==> src/rtl/pin_change_pkg.sv <==
// shared constants and types for the pin-change interrupt block
package pin_change_pkg;

  localparam int unsigned PIN_COUNT = 6;
  localparam int unsigned ADDR_W    = 4;
  localparam int unsigned DATA_W    = 8;

  // register offsets
  localparam logic [3:0] RISE_EDGE_ENABLE_OFS = 4'h0;
  localparam logic [3:0] FALL_EDGE_ENABLE_OFS = 4'h1;
  localparam logic [3:0] PIN_CHANGE_FLAG_OFS  = 4'h2;
  localparam logic [3:0] CORE_INT_CONTROL_OFS = 4'h3;
  localparam logic [3:0] IRQ_STATUS_OFS       = 4'h4;
  localparam logic [3:0] IRQ_MASK_OFS         = 4'h5;

  // field positions of the core interrupt control register
  localparam int unsigned ANY_FLAG_POS   = 0;
  localparam int unsigned INT_ENABLE_POS = 3;

  // interrupt status / mask layout
  localparam int unsigned EVT_EDGE_POS = 0;
  localparam int unsigned EVT_WAKE_POS = 1;
  localparam int unsigned EVT_W        = 2;

  // reset values
  localparam logic [5:0] PIN_REG_RST = 6'h00;
  localparam logic       INT_EN_RST  = 1'b0;
  localparam logic [1:0] EVT_RST     = 2'h0;

  typedef struct packed {
    logic [ADDR_W-1:0] addr;
    logic [DATA_W-1:0] wdata;
    logic              wr;
    logic              rd;
  } reg_req_t;

  typedef struct packed {
    logic [PIN_COUNT-1:0] rise_en;
    logic [PIN_COUNT-1:0] fall_en;
  } edge_cfg_t;

endpackage : pin_change_pkg

==> src/rtl/pin_change_edge_interrupt.sv <==
// per-pin edge detector, sticky flags and interrupt request for the first port
`timescale 1ns/1ps
module pin_change_edge_interrupt
  import pin_change_pkg::*;
(
  // clock and reset
  input  wire logic                 CLK_SYS,
  input  wire logic                 RST_N,
  // port pins
  input  wire logic [PIN_COUNT-1:0] FIRST_PORT_PINS,
  // sleep state of the core
  input  wire logic                 SLEEP_ACTIVE,
  // register port
  input  wire logic [ADDR_W-1:0]    REG_ADDR,
  input  wire logic [DATA_W-1:0]    REG_WDATA,
  input  wire logic                 REG_WR,
  input  wire logic                 REG_RD,
  output logic      [DATA_W-1:0]    REG_RDATA,
  // requests to the core
  output logic                      PIN_CHANGE_IRQ,
  output logic                      WAKE_REQ,
  output logic                      IRQ_OUT
);

  // register port request
  reg_req_t             req;

  // edge enables
  edge_cfg_t            cfg_q;
  edge_cfg_t            cfg_d;

  // pin sampling chain
  logic [PIN_COUNT-1:0] sync1_q;
  logic [PIN_COUNT-1:0] sync1_d;
  logic [PIN_COUNT-1:0] sync2_q;
  logic [PIN_COUNT-1:0] sync2_d;
  logic [PIN_COUNT-1:0] prev_q;
  logic [PIN_COUNT-1:0] prev_d;

  // pin flags and master enable
  logic [PIN_COUNT-1:0] flag_q;
  logic [PIN_COUNT-1:0] flag_d;
  logic                 int_en_q;
  logic                 int_en_d;

  // sticky interrupt status and mask
  logic [EVT_W-1:0]     evt_q;
  logic [EVT_W-1:0]     evt_d;
  logic [EVT_W-1:0]     mask_q;
  logic [EVT_W-1:0]     mask_d;
  logic [EVT_W-1:0]     evt_set;

  // read data and requests
  logic [DATA_W-1:0]    rdata_q;
  logic [DATA_W-1:0]    rdata_d;
  logic                 irq_q;
  logic                 irq_d;
  logic                 wake_q;
  logic                 wake_d;

  // decoded edges
  logic [PIN_COUNT-1:0] rise_seen;
  logic [PIN_COUNT-1:0] fall_seen;
  logic [PIN_COUNT-1:0] edge_hit;

  // summaries
  logic                 any_edge;
  logic                 any_flag;
  logic                 any_flag_next;

  // write strobes per register
  logic                 wr_rise_en;
  logic                 wr_fall_en;
  logic                 wr_flag;
  logic                 wr_ctrl;
  logic                 wr_status;
  logic                 wr_mask;

  assign req = '{addr: REG_ADDR, wdata: REG_WDATA, wr: REG_WR, rd: REG_RD};

  function automatic logic wr_hit(input reg_req_t r, input logic [3:0] ofs);
    wr_hit = r.wr && (r.addr == ofs);
  endfunction : wr_hit

  assign wr_rise_en = wr_hit(req, RISE_EDGE_ENABLE_OFS);
  assign wr_fall_en = wr_hit(req, FALL_EDGE_ENABLE_OFS);
  assign wr_flag    = wr_hit(req, PIN_CHANGE_FLAG_OFS);
  assign wr_ctrl    = wr_hit(req, CORE_INT_CONTROL_OFS);
  assign wr_status  = wr_hit(req, IRQ_STATUS_OFS);
  assign wr_mask    = wr_hit(req, IRQ_MASK_OFS);

  // one rise and one fall detector per pin
  genvar g;
  generate
    for (g = 0; g < PIN_COUNT; g++) begin : g_pin
      assign rise_seen[g] = sync2_q[g] & ~prev_q[g];
      assign fall_seen[g] = ~sync2_q[g] & prev_q[g];
      assign edge_hit[g]  = (rise_seen[g] & cfg_q.rise_en[g])
                          | (fall_seen[g] & cfg_q.fall_en[g]);
    end
  endgenerate

  // summaries of the pin vectors
  assign any_edge      = |edge_hit;
  assign any_flag      = |flag_q;
  assign any_flag_next = |flag_d;

  // synchroniser: only the second stage feeds the detector
  always_comb begin
    sync1_d = FIRST_PORT_PINS;
    sync2_d = sync1_q;
  end

  always_ff @(posedge CLK_SYS) begin
    if (!RST_N) begin
      sync1_q <= '0;
      sync2_q <= '0;
    end else begin
      sync1_q <= sync1_d;
      sync2_q <= sync2_d;
    end
  end

  // previous sample; resets to zero, so a pin that is high after reset shows a rising edge
  always_comb begin
    prev_d = sync2_q;
  end

  always_ff @(posedge CLK_SYS) begin
    if (!RST_N) begin
      prev_q <= '0;
    end else begin
      prev_q <= prev_d;
    end
  end

  // edge enables
  always_comb begin
    cfg_d = cfg_q;
    if (wr_rise_en) begin
      cfg_d.rise_en = req.wdata[PIN_COUNT-1:0];
    end
    if (wr_fall_en) begin
      cfg_d.fall_en = req.wdata[PIN_COUNT-1:0];
    end
  end

  always_ff @(posedge CLK_SYS) begin
    if (!RST_N) begin
      cfg_q <= '{rise_en: PIN_REG_RST, fall_en: PIN_REG_RST};
    end else begin
      cfg_q <= cfg_d;
    end
  end

  // master enable
  always_comb begin
    int_en_d = int_en_q;
    if (wr_ctrl) begin
      int_en_d = req.wdata[INT_ENABLE_POS];
    end
  end

  always_ff @(posedge CLK_SYS) begin
    if (!RST_N) begin
      int_en_q <= INT_EN_RST;
    end else begin
      int_en_q <= int_en_d;
    end
  end

  // pin flags: a write replaces the value, a new edge in that cycle wins
  // software clears by writing zeros; a written one sets that flag
  always_comb begin
    flag_d = flag_q;
    if (wr_flag) begin
      flag_d = req.wdata[PIN_COUNT-1:0];
    end
    flag_d = flag_d | edge_hit;
  end

  always_ff @(posedge CLK_SYS) begin
    if (!RST_N) begin
      flag_q <= PIN_REG_RST;
    end else begin
      flag_q <= flag_d;
    end
  end

  // sticky status: a hardware set wins over a write-one clear
  always_comb begin
    evt_set               = '0;
    evt_set[EVT_EDGE_POS] = any_edge;
    // a wake event needs the master enable, as the wake request does
    evt_set[EVT_WAKE_POS] = any_edge & SLEEP_ACTIVE & int_en_q;
    evt_d = evt_q;
    if (wr_status) begin
      evt_d = evt_q & ~req.wdata[EVT_W-1:0];
    end
    evt_d = evt_d | evt_set;
  end

  always_ff @(posedge CLK_SYS) begin
    if (!RST_N) begin
      evt_q <= EVT_RST;
    end else begin
      evt_q <= evt_d;
    end
  end

  // interrupt mask
  always_comb begin
    mask_d = mask_q;
    if (wr_mask) begin
      mask_d = req.wdata[EVT_W-1:0];
    end
  end

  always_ff @(posedge CLK_SYS) begin
    if (!RST_N) begin
      mask_q <= EVT_RST;
    end else begin
      mask_q <= mask_d;
    end
  end

  // pin-change request follows the flags in the cycle they are written
  always_comb begin
    irq_d = int_en_q & any_flag_next;
  end

  always_ff @(posedge CLK_SYS) begin
    if (!RST_N) begin
      irq_q <= 1'b0;
    end else begin
      irq_q <= irq_d;
    end
  end

  // wake level needs the core to report its sleep state
  always_comb begin
    wake_d = int_en_q & SLEEP_ACTIVE & any_flag_next;
  end

  always_ff @(posedge CLK_SYS) begin
    if (!RST_N) begin
      wake_q <= 1'b0;
    end else begin
      wake_q <= wake_d;
    end
  end

  // read data stands one cycle after the read strobe, else zero
  // map: 0 rise enables, 1 fall enables, 2 pin flags, 3 core control,
  // 4 interrupt status (write one to clear), 5 interrupt mask
  always_comb begin
    rdata_d = '0;
    if (req.rd) begin
      unique case (req.addr)
        RISE_EDGE_ENABLE_OFS: rdata_d[PIN_COUNT-1:0] = cfg_q.rise_en;
        FALL_EDGE_ENABLE_OFS: rdata_d[PIN_COUNT-1:0] = cfg_q.fall_en;
        PIN_CHANGE_FLAG_OFS:  rdata_d[PIN_COUNT-1:0] = flag_q;
        CORE_INT_CONTROL_OFS: begin
          rdata_d[INT_ENABLE_POS] = int_en_q;
          rdata_d[ANY_FLAG_POS]   = any_flag;
        end
        IRQ_STATUS_OFS:       rdata_d[EVT_W-1:0] = evt_q;
        IRQ_MASK_OFS:         rdata_d[EVT_W-1:0] = mask_q;
        default:              rdata_d = '0;
      endcase
    end
  end

  always_ff @(posedge CLK_SYS) begin
    if (!RST_N) begin
      rdata_q <= '0;
    end else begin
      rdata_q <= rdata_d;
    end
  end

  // outputs
  assign REG_RDATA      = rdata_q;
  assign PIN_CHANGE_IRQ = irq_q;
  assign WAKE_REQ       = wake_q;
  assign IRQ_OUT        = |(evt_q & mask_q);

endmodule : pin_change_edge_interrupt

==> config.mk <==
export PLATFORM = sky130hd
export DESIGN_NAME = pin_change_edge_interrupt
export DESIGN_NICKNAME = d
export VERILOG_FILES = /design/src/rtl/pin_change_pkg.sv /design/src/rtl/pin_change_edge_interrupt.sv
export SDC_FILE = /design/constraint.sdc
export NUM_CORES = 1
export LEC_CHECK = 0
export ABC_AREA = 1
export ABC_CLOCK_PERIOD_IN_PS = 1000
export BUFFER_PORTS_ARGS = -buffer_cell sky130_fd_sc_hd__buf_2
export CORE_ASPECT_RATIO = 1.25
export CORE_MARGIN = 2
export CORE_UTILIZATION = 45
export DETAILED_ROUTE_END_ITERATION = 8
export PLACE_DENSITY = 0.71
export SETUP_SLACK_MARGIN = 0.5
export SKIP_CTS_REPAIR_TIMING = 1
export SLEW_MARGIN = 20
export SYNTH_ARGS = -nofsm -noshare
export SYNTH_HDL_FRONTEND = slang
export SYNTH_SLANG_ARGS = --single-unit
==> constraint.sdc <==
create_clock -name CLK_SYS -period 1 [get_ports CLK_SYS]
set_input_delay 0.2 -clock CLK_SYS [delete_from_list [all_inputs] [get_ports CLK_SYS]]
set_output_delay 0.2 -clock CLK_SYS [all_outputs]
set_load 0.01 [all_outputs]
# Word-level counts from Yosys, hierarchy flattened
# Index checks and enable logic that the tools add are counted.
# W data, S select, Z words.
[op_classes]
n_eq_ne = 5
n_mux = 7
bitwise_logic = 52
n_reduce_logical = 12
[op_table]
columns = ["cell", "n"]
rows = [
  ["$and A1 B1 Y1", 29],
  ["$reduce_or A6 Y1", 3],
  ["$not A1 Y1", 12],
  ["$eq A4 B2 Y1 const B", 2],
  ["$eq A4 B3 Y1 const B", 2],
  ["$logic_and A1 B1 Y1", 6],
  ["$mux W6", 1],
  ["$or A1 B1 Y1", 6],
  ["$or A6 B6 Y6", 1],
  ["$pmux W1 S6", 1],
  ["$pmux W2 S3", 1],
  ["$pmux W1 S5", 1],
  ["$and A2 B2 Y2", 2],
  ["$eq A4 B1 Y1 const B", 1],
  ["$logic_not A4 Y1", 1],
  ["$pmux W1 S4", 1],
  ["$pmux W1 S3", 1],
  ["$mux W2", 1],
  ["$not A2 Y2", 1],
  ["$or A2 B2 Y2", 1],
  ["$reduce_and A2 Y1", 1],
  ["$reduce_or A2 Y1", 1],
]
[word_totals]
register_bits = 51
in_bits = 23
output_inout_bits = 11
elab_cells = 89

# Longest topological paths before layout
[logic_depth]
depth_word = 8
ltp_mapped = 9

# Least setup slack after synthesis
# OpenSTA, ideal clock, no wires.
[synth_path]
path_kind = "input to register"
start = "input port REG_ADDR[3]"
end = "register cfg_q[10] in the netlist's numbering"
arrival_time_ns = 0.979
required_time_ns = 0.881
setup_slack_ns = -0.098
stages = 8
n_path_buf = 2
path_cell_list = "nor2_2 buf_6 nand2_4 inv_1 nand2_2 buf_6 o21ai_0 a21oi_1"
[synth_via]
elab_chain_len = 2
[synth_rtl]
columns = ["item", "line_no", "source"]
rows = [
  ["start: declaration", "pin_change_edge_interrupt.sv:14", "input wire logic [ADDR_W-1:0] REG_ADDR,"],
  ["$logic_not A4 Y1", "pin_change_edge_interrupt.sv:82", "wr_hit = r.wr && (r.addr == ofs);"],
  ["$logic_and A1 B1 Y1", "pin_change_edge_interrupt.sv:82", ""],
  ["end signal: assignment", "pin_change_edge_interrupt.sv:150", "cfg_q <= '{rise_en: PIN_REG_RST, fall_en: PIN_REG_RST};"],
  ["end signal: assignment", "pin_change_edge_interrupt.sv:152", "cfg_q <= cfg_d;"],
  ["end: declaration", "pin_change_edge_interrupt.sv:29", "edge_cfg_t cfg_q;"],
]
# Every way passes these cells.
# A chain may end at the register's enable or synchronous reset.

# Worst setup path in the final report
[layout_path]
start = "register cfg_q[7] in the netlist's numbering"
end = "register wake_q (netlist: WAKE_REQ)"
[layout_via]
elab_chain_len = 5
[layout_rtl]
columns = ["item", "line_no", "source"]
rows = [
  ["$and A1 B1 Y1", "pin_change_edge_interrupt.sv:98", "assign edge_hit[g] = (rise_seen[g] & cfg_q.rise_en[g])"],
  ["$or A1 B1 Y1", "pin_change_edge_interrupt.sv:99", "| (fall_seen[g] & cfg_q.fall_en[g]);"],
  ["$or A6 B6 Y6", "pin_change_edge_interrupt.sv:179", "flag_d = flag_d | edge_hit;"],
  ["$reduce_or A6 Y1", "pin_change_edge_interrupt.sv:106", "assign any_flag_next = |flag_d;"],
  ["$and A1 B1 Y1", "pin_change_edge_interrupt.sv:242", "wake_d = int_en_q & SLEEP_ACTIVE & any_flag_next;"],
  ["end signal: assignment", "pin_change_edge_interrupt.sv:249", "wake_q <= wake_d;"],
  ["end: declaration", "pin_change_edge_interrupt.sv:58", "logic wake_q;"],
]
# Every way passes these cells.

==> metrics <==
run status=complete, but fails checks; violated checks=negative setup slack; Commonest cells post-synth=61 x sky130_fd_sc_hd__nand2_1, 57 x sky130_fd_sc_hd__inv_1, 49 x sky130_fd_sc_hd__dfxtp_1; final-stage net count=359; H-tree depth=2; peak fanout along the critical path=2; setup repair after global routing missed its margin=true; Unique masters post-synth=26; overall track demand over capacity in global routing=0.190; post-synthesis register bit count=49; CORE AREA=4430 um2; post-synthesis cell count=280; final worst-path cycle share=1.17; worst-path cell chain=inv_1, nor2_1, a21oi_2, nand3_1, nor2_1, nand3_1, nand2_1, inv_1; diode insertion count for antenna repair=0; fraction of final layout cells sized beyond drive strength 1=0.436; reg-to-reg setup timing slack=-170 ps; nature of the critical path startpoint=flip-flop; via density per instance=4.91; type of element capturing the critical path=flip-flop; IO Port Bufs=29; clk_skew=10.3 ps; global-route wire length before repair=~7.5 mm; maximum buffer depth of the clock tree=2; Worst Path Required=1210 ps; boundary pin count=34; routability cong.=0.893; maximum resistive drop on vdd=868 uV; starting utilization of the core area=0.470; routed via count=1939; Async S/R FF share, synth=0; beginning of the worst hold path=FIRST_PORT_PINS[1]; Post-Place Setup Slack=-330 ps; min setup slack post-route=-174 ps; Detailed Route Iter0 Violations=approximately 120; depth of the worst register-to-register path=8; x dimension of the die=approximately 65 um; post-synth top area share=0.472; number of routed nets with antenna violations=0; buffers and inverters on the worst path=2; number of synthesized flops with an enable pin=0; pin count of the biggest net entering global routing=37; number of iterations in the first detailed-routing pass=4; most instantiated flip-flop cell in the synthesis netlist=sky130_fd_sc_hd__dfxtp_1; overall routed net length=around 5.3 mm; detailed-route DRC error count=0; data arrival time of the worst path=1380 ps; Slew Viols, Final=0; leading cell types by total area after synthesis=sky130_fd_sc_hd__dfxtp_1 47%, sky130_fd_sc_hd__nand2_1 11%, sky130_fd_sc_hd__inv_1 10%; max frequency=between 800 and 900 MHz; biggest area consumer among synthesized cells=sky130_fd_sc_hd__dfxtp_1; worst r2r src=cfg_q[7]$_SDFFE_PN0P_; kind of path behind the tightest hold check=in2reg; total of endpoints with negative setup slack in the final report=7; signed area change from the synthesized netlist to the final layout=42.6%; number of antenna violations at the first check in global routing=0; number of maximum-capacitance violations=0; remaining global-route overflow=0; Top Family by Delay on Critical Path=simple AND/OR/NAND/NOR gates; standby leakage power=0.00149 uW; via count of the first global-routing pass=1700; number of standard-cell rows in the floorplan=27; maximum cell stage delay along the critical path=310 ps; Worst-Skew Late Latency=310 ps; die area=5180 um2; Total Neg Setup Slack=-801 ps; endpoint of the worst hold path=sync1_q[1]$_SDFF_PN0_; y dimension of the die=80 um; WL/cell=13.4 um; Slowest cell on crit path=sky130_fd_sc_hd__dfxtp_1; cell with the most instances after synthesis=sky130_fd_sc_hd__nand2_1; shortest period the worst path allows=1170 ps; warning count from the yosys run=0; fraction of the yosys area taken by sequential cells=0.472; number of stages on the worst hold path=3; Power per Cell Area=1260 nW/um2; type of the worst setup path=reg2reg; number of buffers created by CTS=5; Post-Syn Area=2080 um2; mean instance size in the synthesized netlist=approximately 7.4 um2; TritonCTS clock tree=done; Hold Fails Final Rpt=0; clock root buffer=sky130_fd_sc_hd__clkbuf_8; hpwl dp=3.38 mm; reg-to-reg critical path endpoint=WAKE_REQ$_SDFF_PN0_; Clock Sink Count=49; total power=3740 uW; register clock-pin slew on the reported worst setup and hold paths=90 ps
-- power breakdown --
part / leakage, uW / switching, uW / internal (uW)
Clock: 0.0000456 / 660 / 499
Sequential: 0.000409 / 31.3 / 2010
Combinational: 0.00104 / 291 / 243
Total: 0.00149 / 983 / 2750
-- tightest hold or removal path: cells and delay by family --
kind	cells	cell delay, ps
buffers and inverters	2	110
and+or+nand+nor	1	40
-- placed cells by master (no fill, tap or decap), types with 3 or more instances in the layout --
| cell | netlist | routed |
|---|---|---|
| sky130_fd_sc_hd__buf_6 | 3 | 17 |
| sky130_fd_sc_hd__dfxtp_1 | 49 | 27 |
| sky130_fd_sc_hd__inv_1 | 57 | 50 |
| sky130_fd_sc_hd__dfxtp_2 | 0 | 21 |
| sky130_fd_sc_hd__nor2_1 | 21 | 16 |
| sky130_fd_sc_hd__nand2_2 | 1 | 12 |
| sky130_fd_sc_hd__nand3_2 | 3 | 6 |
| sky130_fd_sc_hd__nand2_1 | 61 | 47 |
| sky130_fd_sc_hd__buf_2 | 2 | 17 |
| sky130_fd_sc_hd__clkbuf_8 | 0 | 5 |
| sky130_fd_sc_hd__nand3_1 | 9 | 6 |
| sky130_fd_sc_hd__nor2_2 | 1 | 4 |
| sky130_fd_sc_hd__nand2_4 | 1 | 3 |
| sky130_fd_sc_hd__nand4_1 | 7 | 7 |
| sky130_fd_sc_hd__a21o_1 | 4 | 4 |
| sky130_fd_sc_hd__inv_2 | 2 | 8 |
| sky130_fd_sc_hd__o21ai_2 | 0 | 8 |
| sky130_fd_sc_hd__buf_4 | 2 | 15 |
| sky130_fd_sc_hd__o21ai_1 | 1 | 13 |
| sky130_fd_sc_hd__buf_12 | 0 | 4 |
| sky130_fd_sc_hd__a21oi_2 | 0 | 4 |
| sky130_fd_sc_hd__a21oi_1 | 19 | 15 |
| sky130_fd_sc_hd__o22ai_2 | 0 | 3 |
-- through the flow --
| stage | utilization | area (um2) | instances | hold WS [ps] |
|---|---|---|---|---|
| 2_1_floorplan | - | 2140 | 281 | 298 |
| 3_5_place_dp | 0.567 | 2510 | 384 | 383 |
| 4_1_cts | 0.587 | 2600 | 392 | 64.4 |
| 6_report | 0.670 | 2970 | 395 | 70.9 |
| 3_3_place_gp | 0.567 | 2510 | 384 | 381 |
| 5_1_grt | 0.670 | 2970 | 395 | 66.8 |
-- how the worst max path moves through the flow --
| stage | from | slack [ps] | cells past startpoint | endpoint |
|---|---|---|---|---|
| final | cfg_q[7]$_SDFFE_PN0P_ | -170 | 8 | WAKE_REQ$_SDFF_PN0_ |
| after global routing | cfg_q[7]$_SDFFE_PN0P_ | -260 | 8 | PIN_CHANGE_IRQ$_SDFF_PN0_ |
| after CTS | prev_d[1]$_SDFF_PN0_ | -300 | 7 | WAKE_REQ$_SDFF_PN0_ |
| after detailed placement | REG_ADDR[3] | -330 | 7 | cfg_q[1]$_SDFFE_PN0P_ |
| after global placement | REG_ADDR[3] | -280 | 8 | cfg_q[11]$_SDFFE_PN0P_ |
| after floorplan | REG_ADDR[3] | -60 | 9 | WAKE_REQ$_SDFF_PN0_ |
-- flip-flops by register name, indices dropped and copies added (netlist names) --
name            count
prev_d              6
evt_q               2
flag_q              6
PIN_CHANGE_IRQ      1
WAKE_REQ            1
cfg_q              12
sync1_q             6
mask_q              2
int_en_q            1
REG_RDATA           6
prev_q              6
-- area by class of cell --
type / instances / area, um2
timing repair buffer: 58 / 539
fill: 358 / 1460
tap: 58 / 72.6
multi-input combinational: 163 / 1030
inverter: 59 / 229
clock buffer: 6 / 72.6
sequential: 49 / 1010
clock inverter: 2 / 13.8
-- per-layer routing --
metal / GRT usage / vias to the layer above / routed length (um)
li1: - / 983 / -
met3: 0.0395 / 15 / 274
met2: 0.321 / 65 / 2730
met1: 0.227 / 876 / 2130
met5: 0 / - / 0
met4: 0.0979 / 0 / 176
-- cells by family (layout without fill, tap and decap cells) --
logic type,count (synthesis),in the layout,share of synthesized area
other,1,2,0.00180
AND/OR/NAND/NOR,107,108,0.245
flip-flops,49,49,0.472
buffers and inverters,70,125,0.142
AO/OA/AOI/OAI,53,53,0.140
Power figures use the tool's default switching activity.
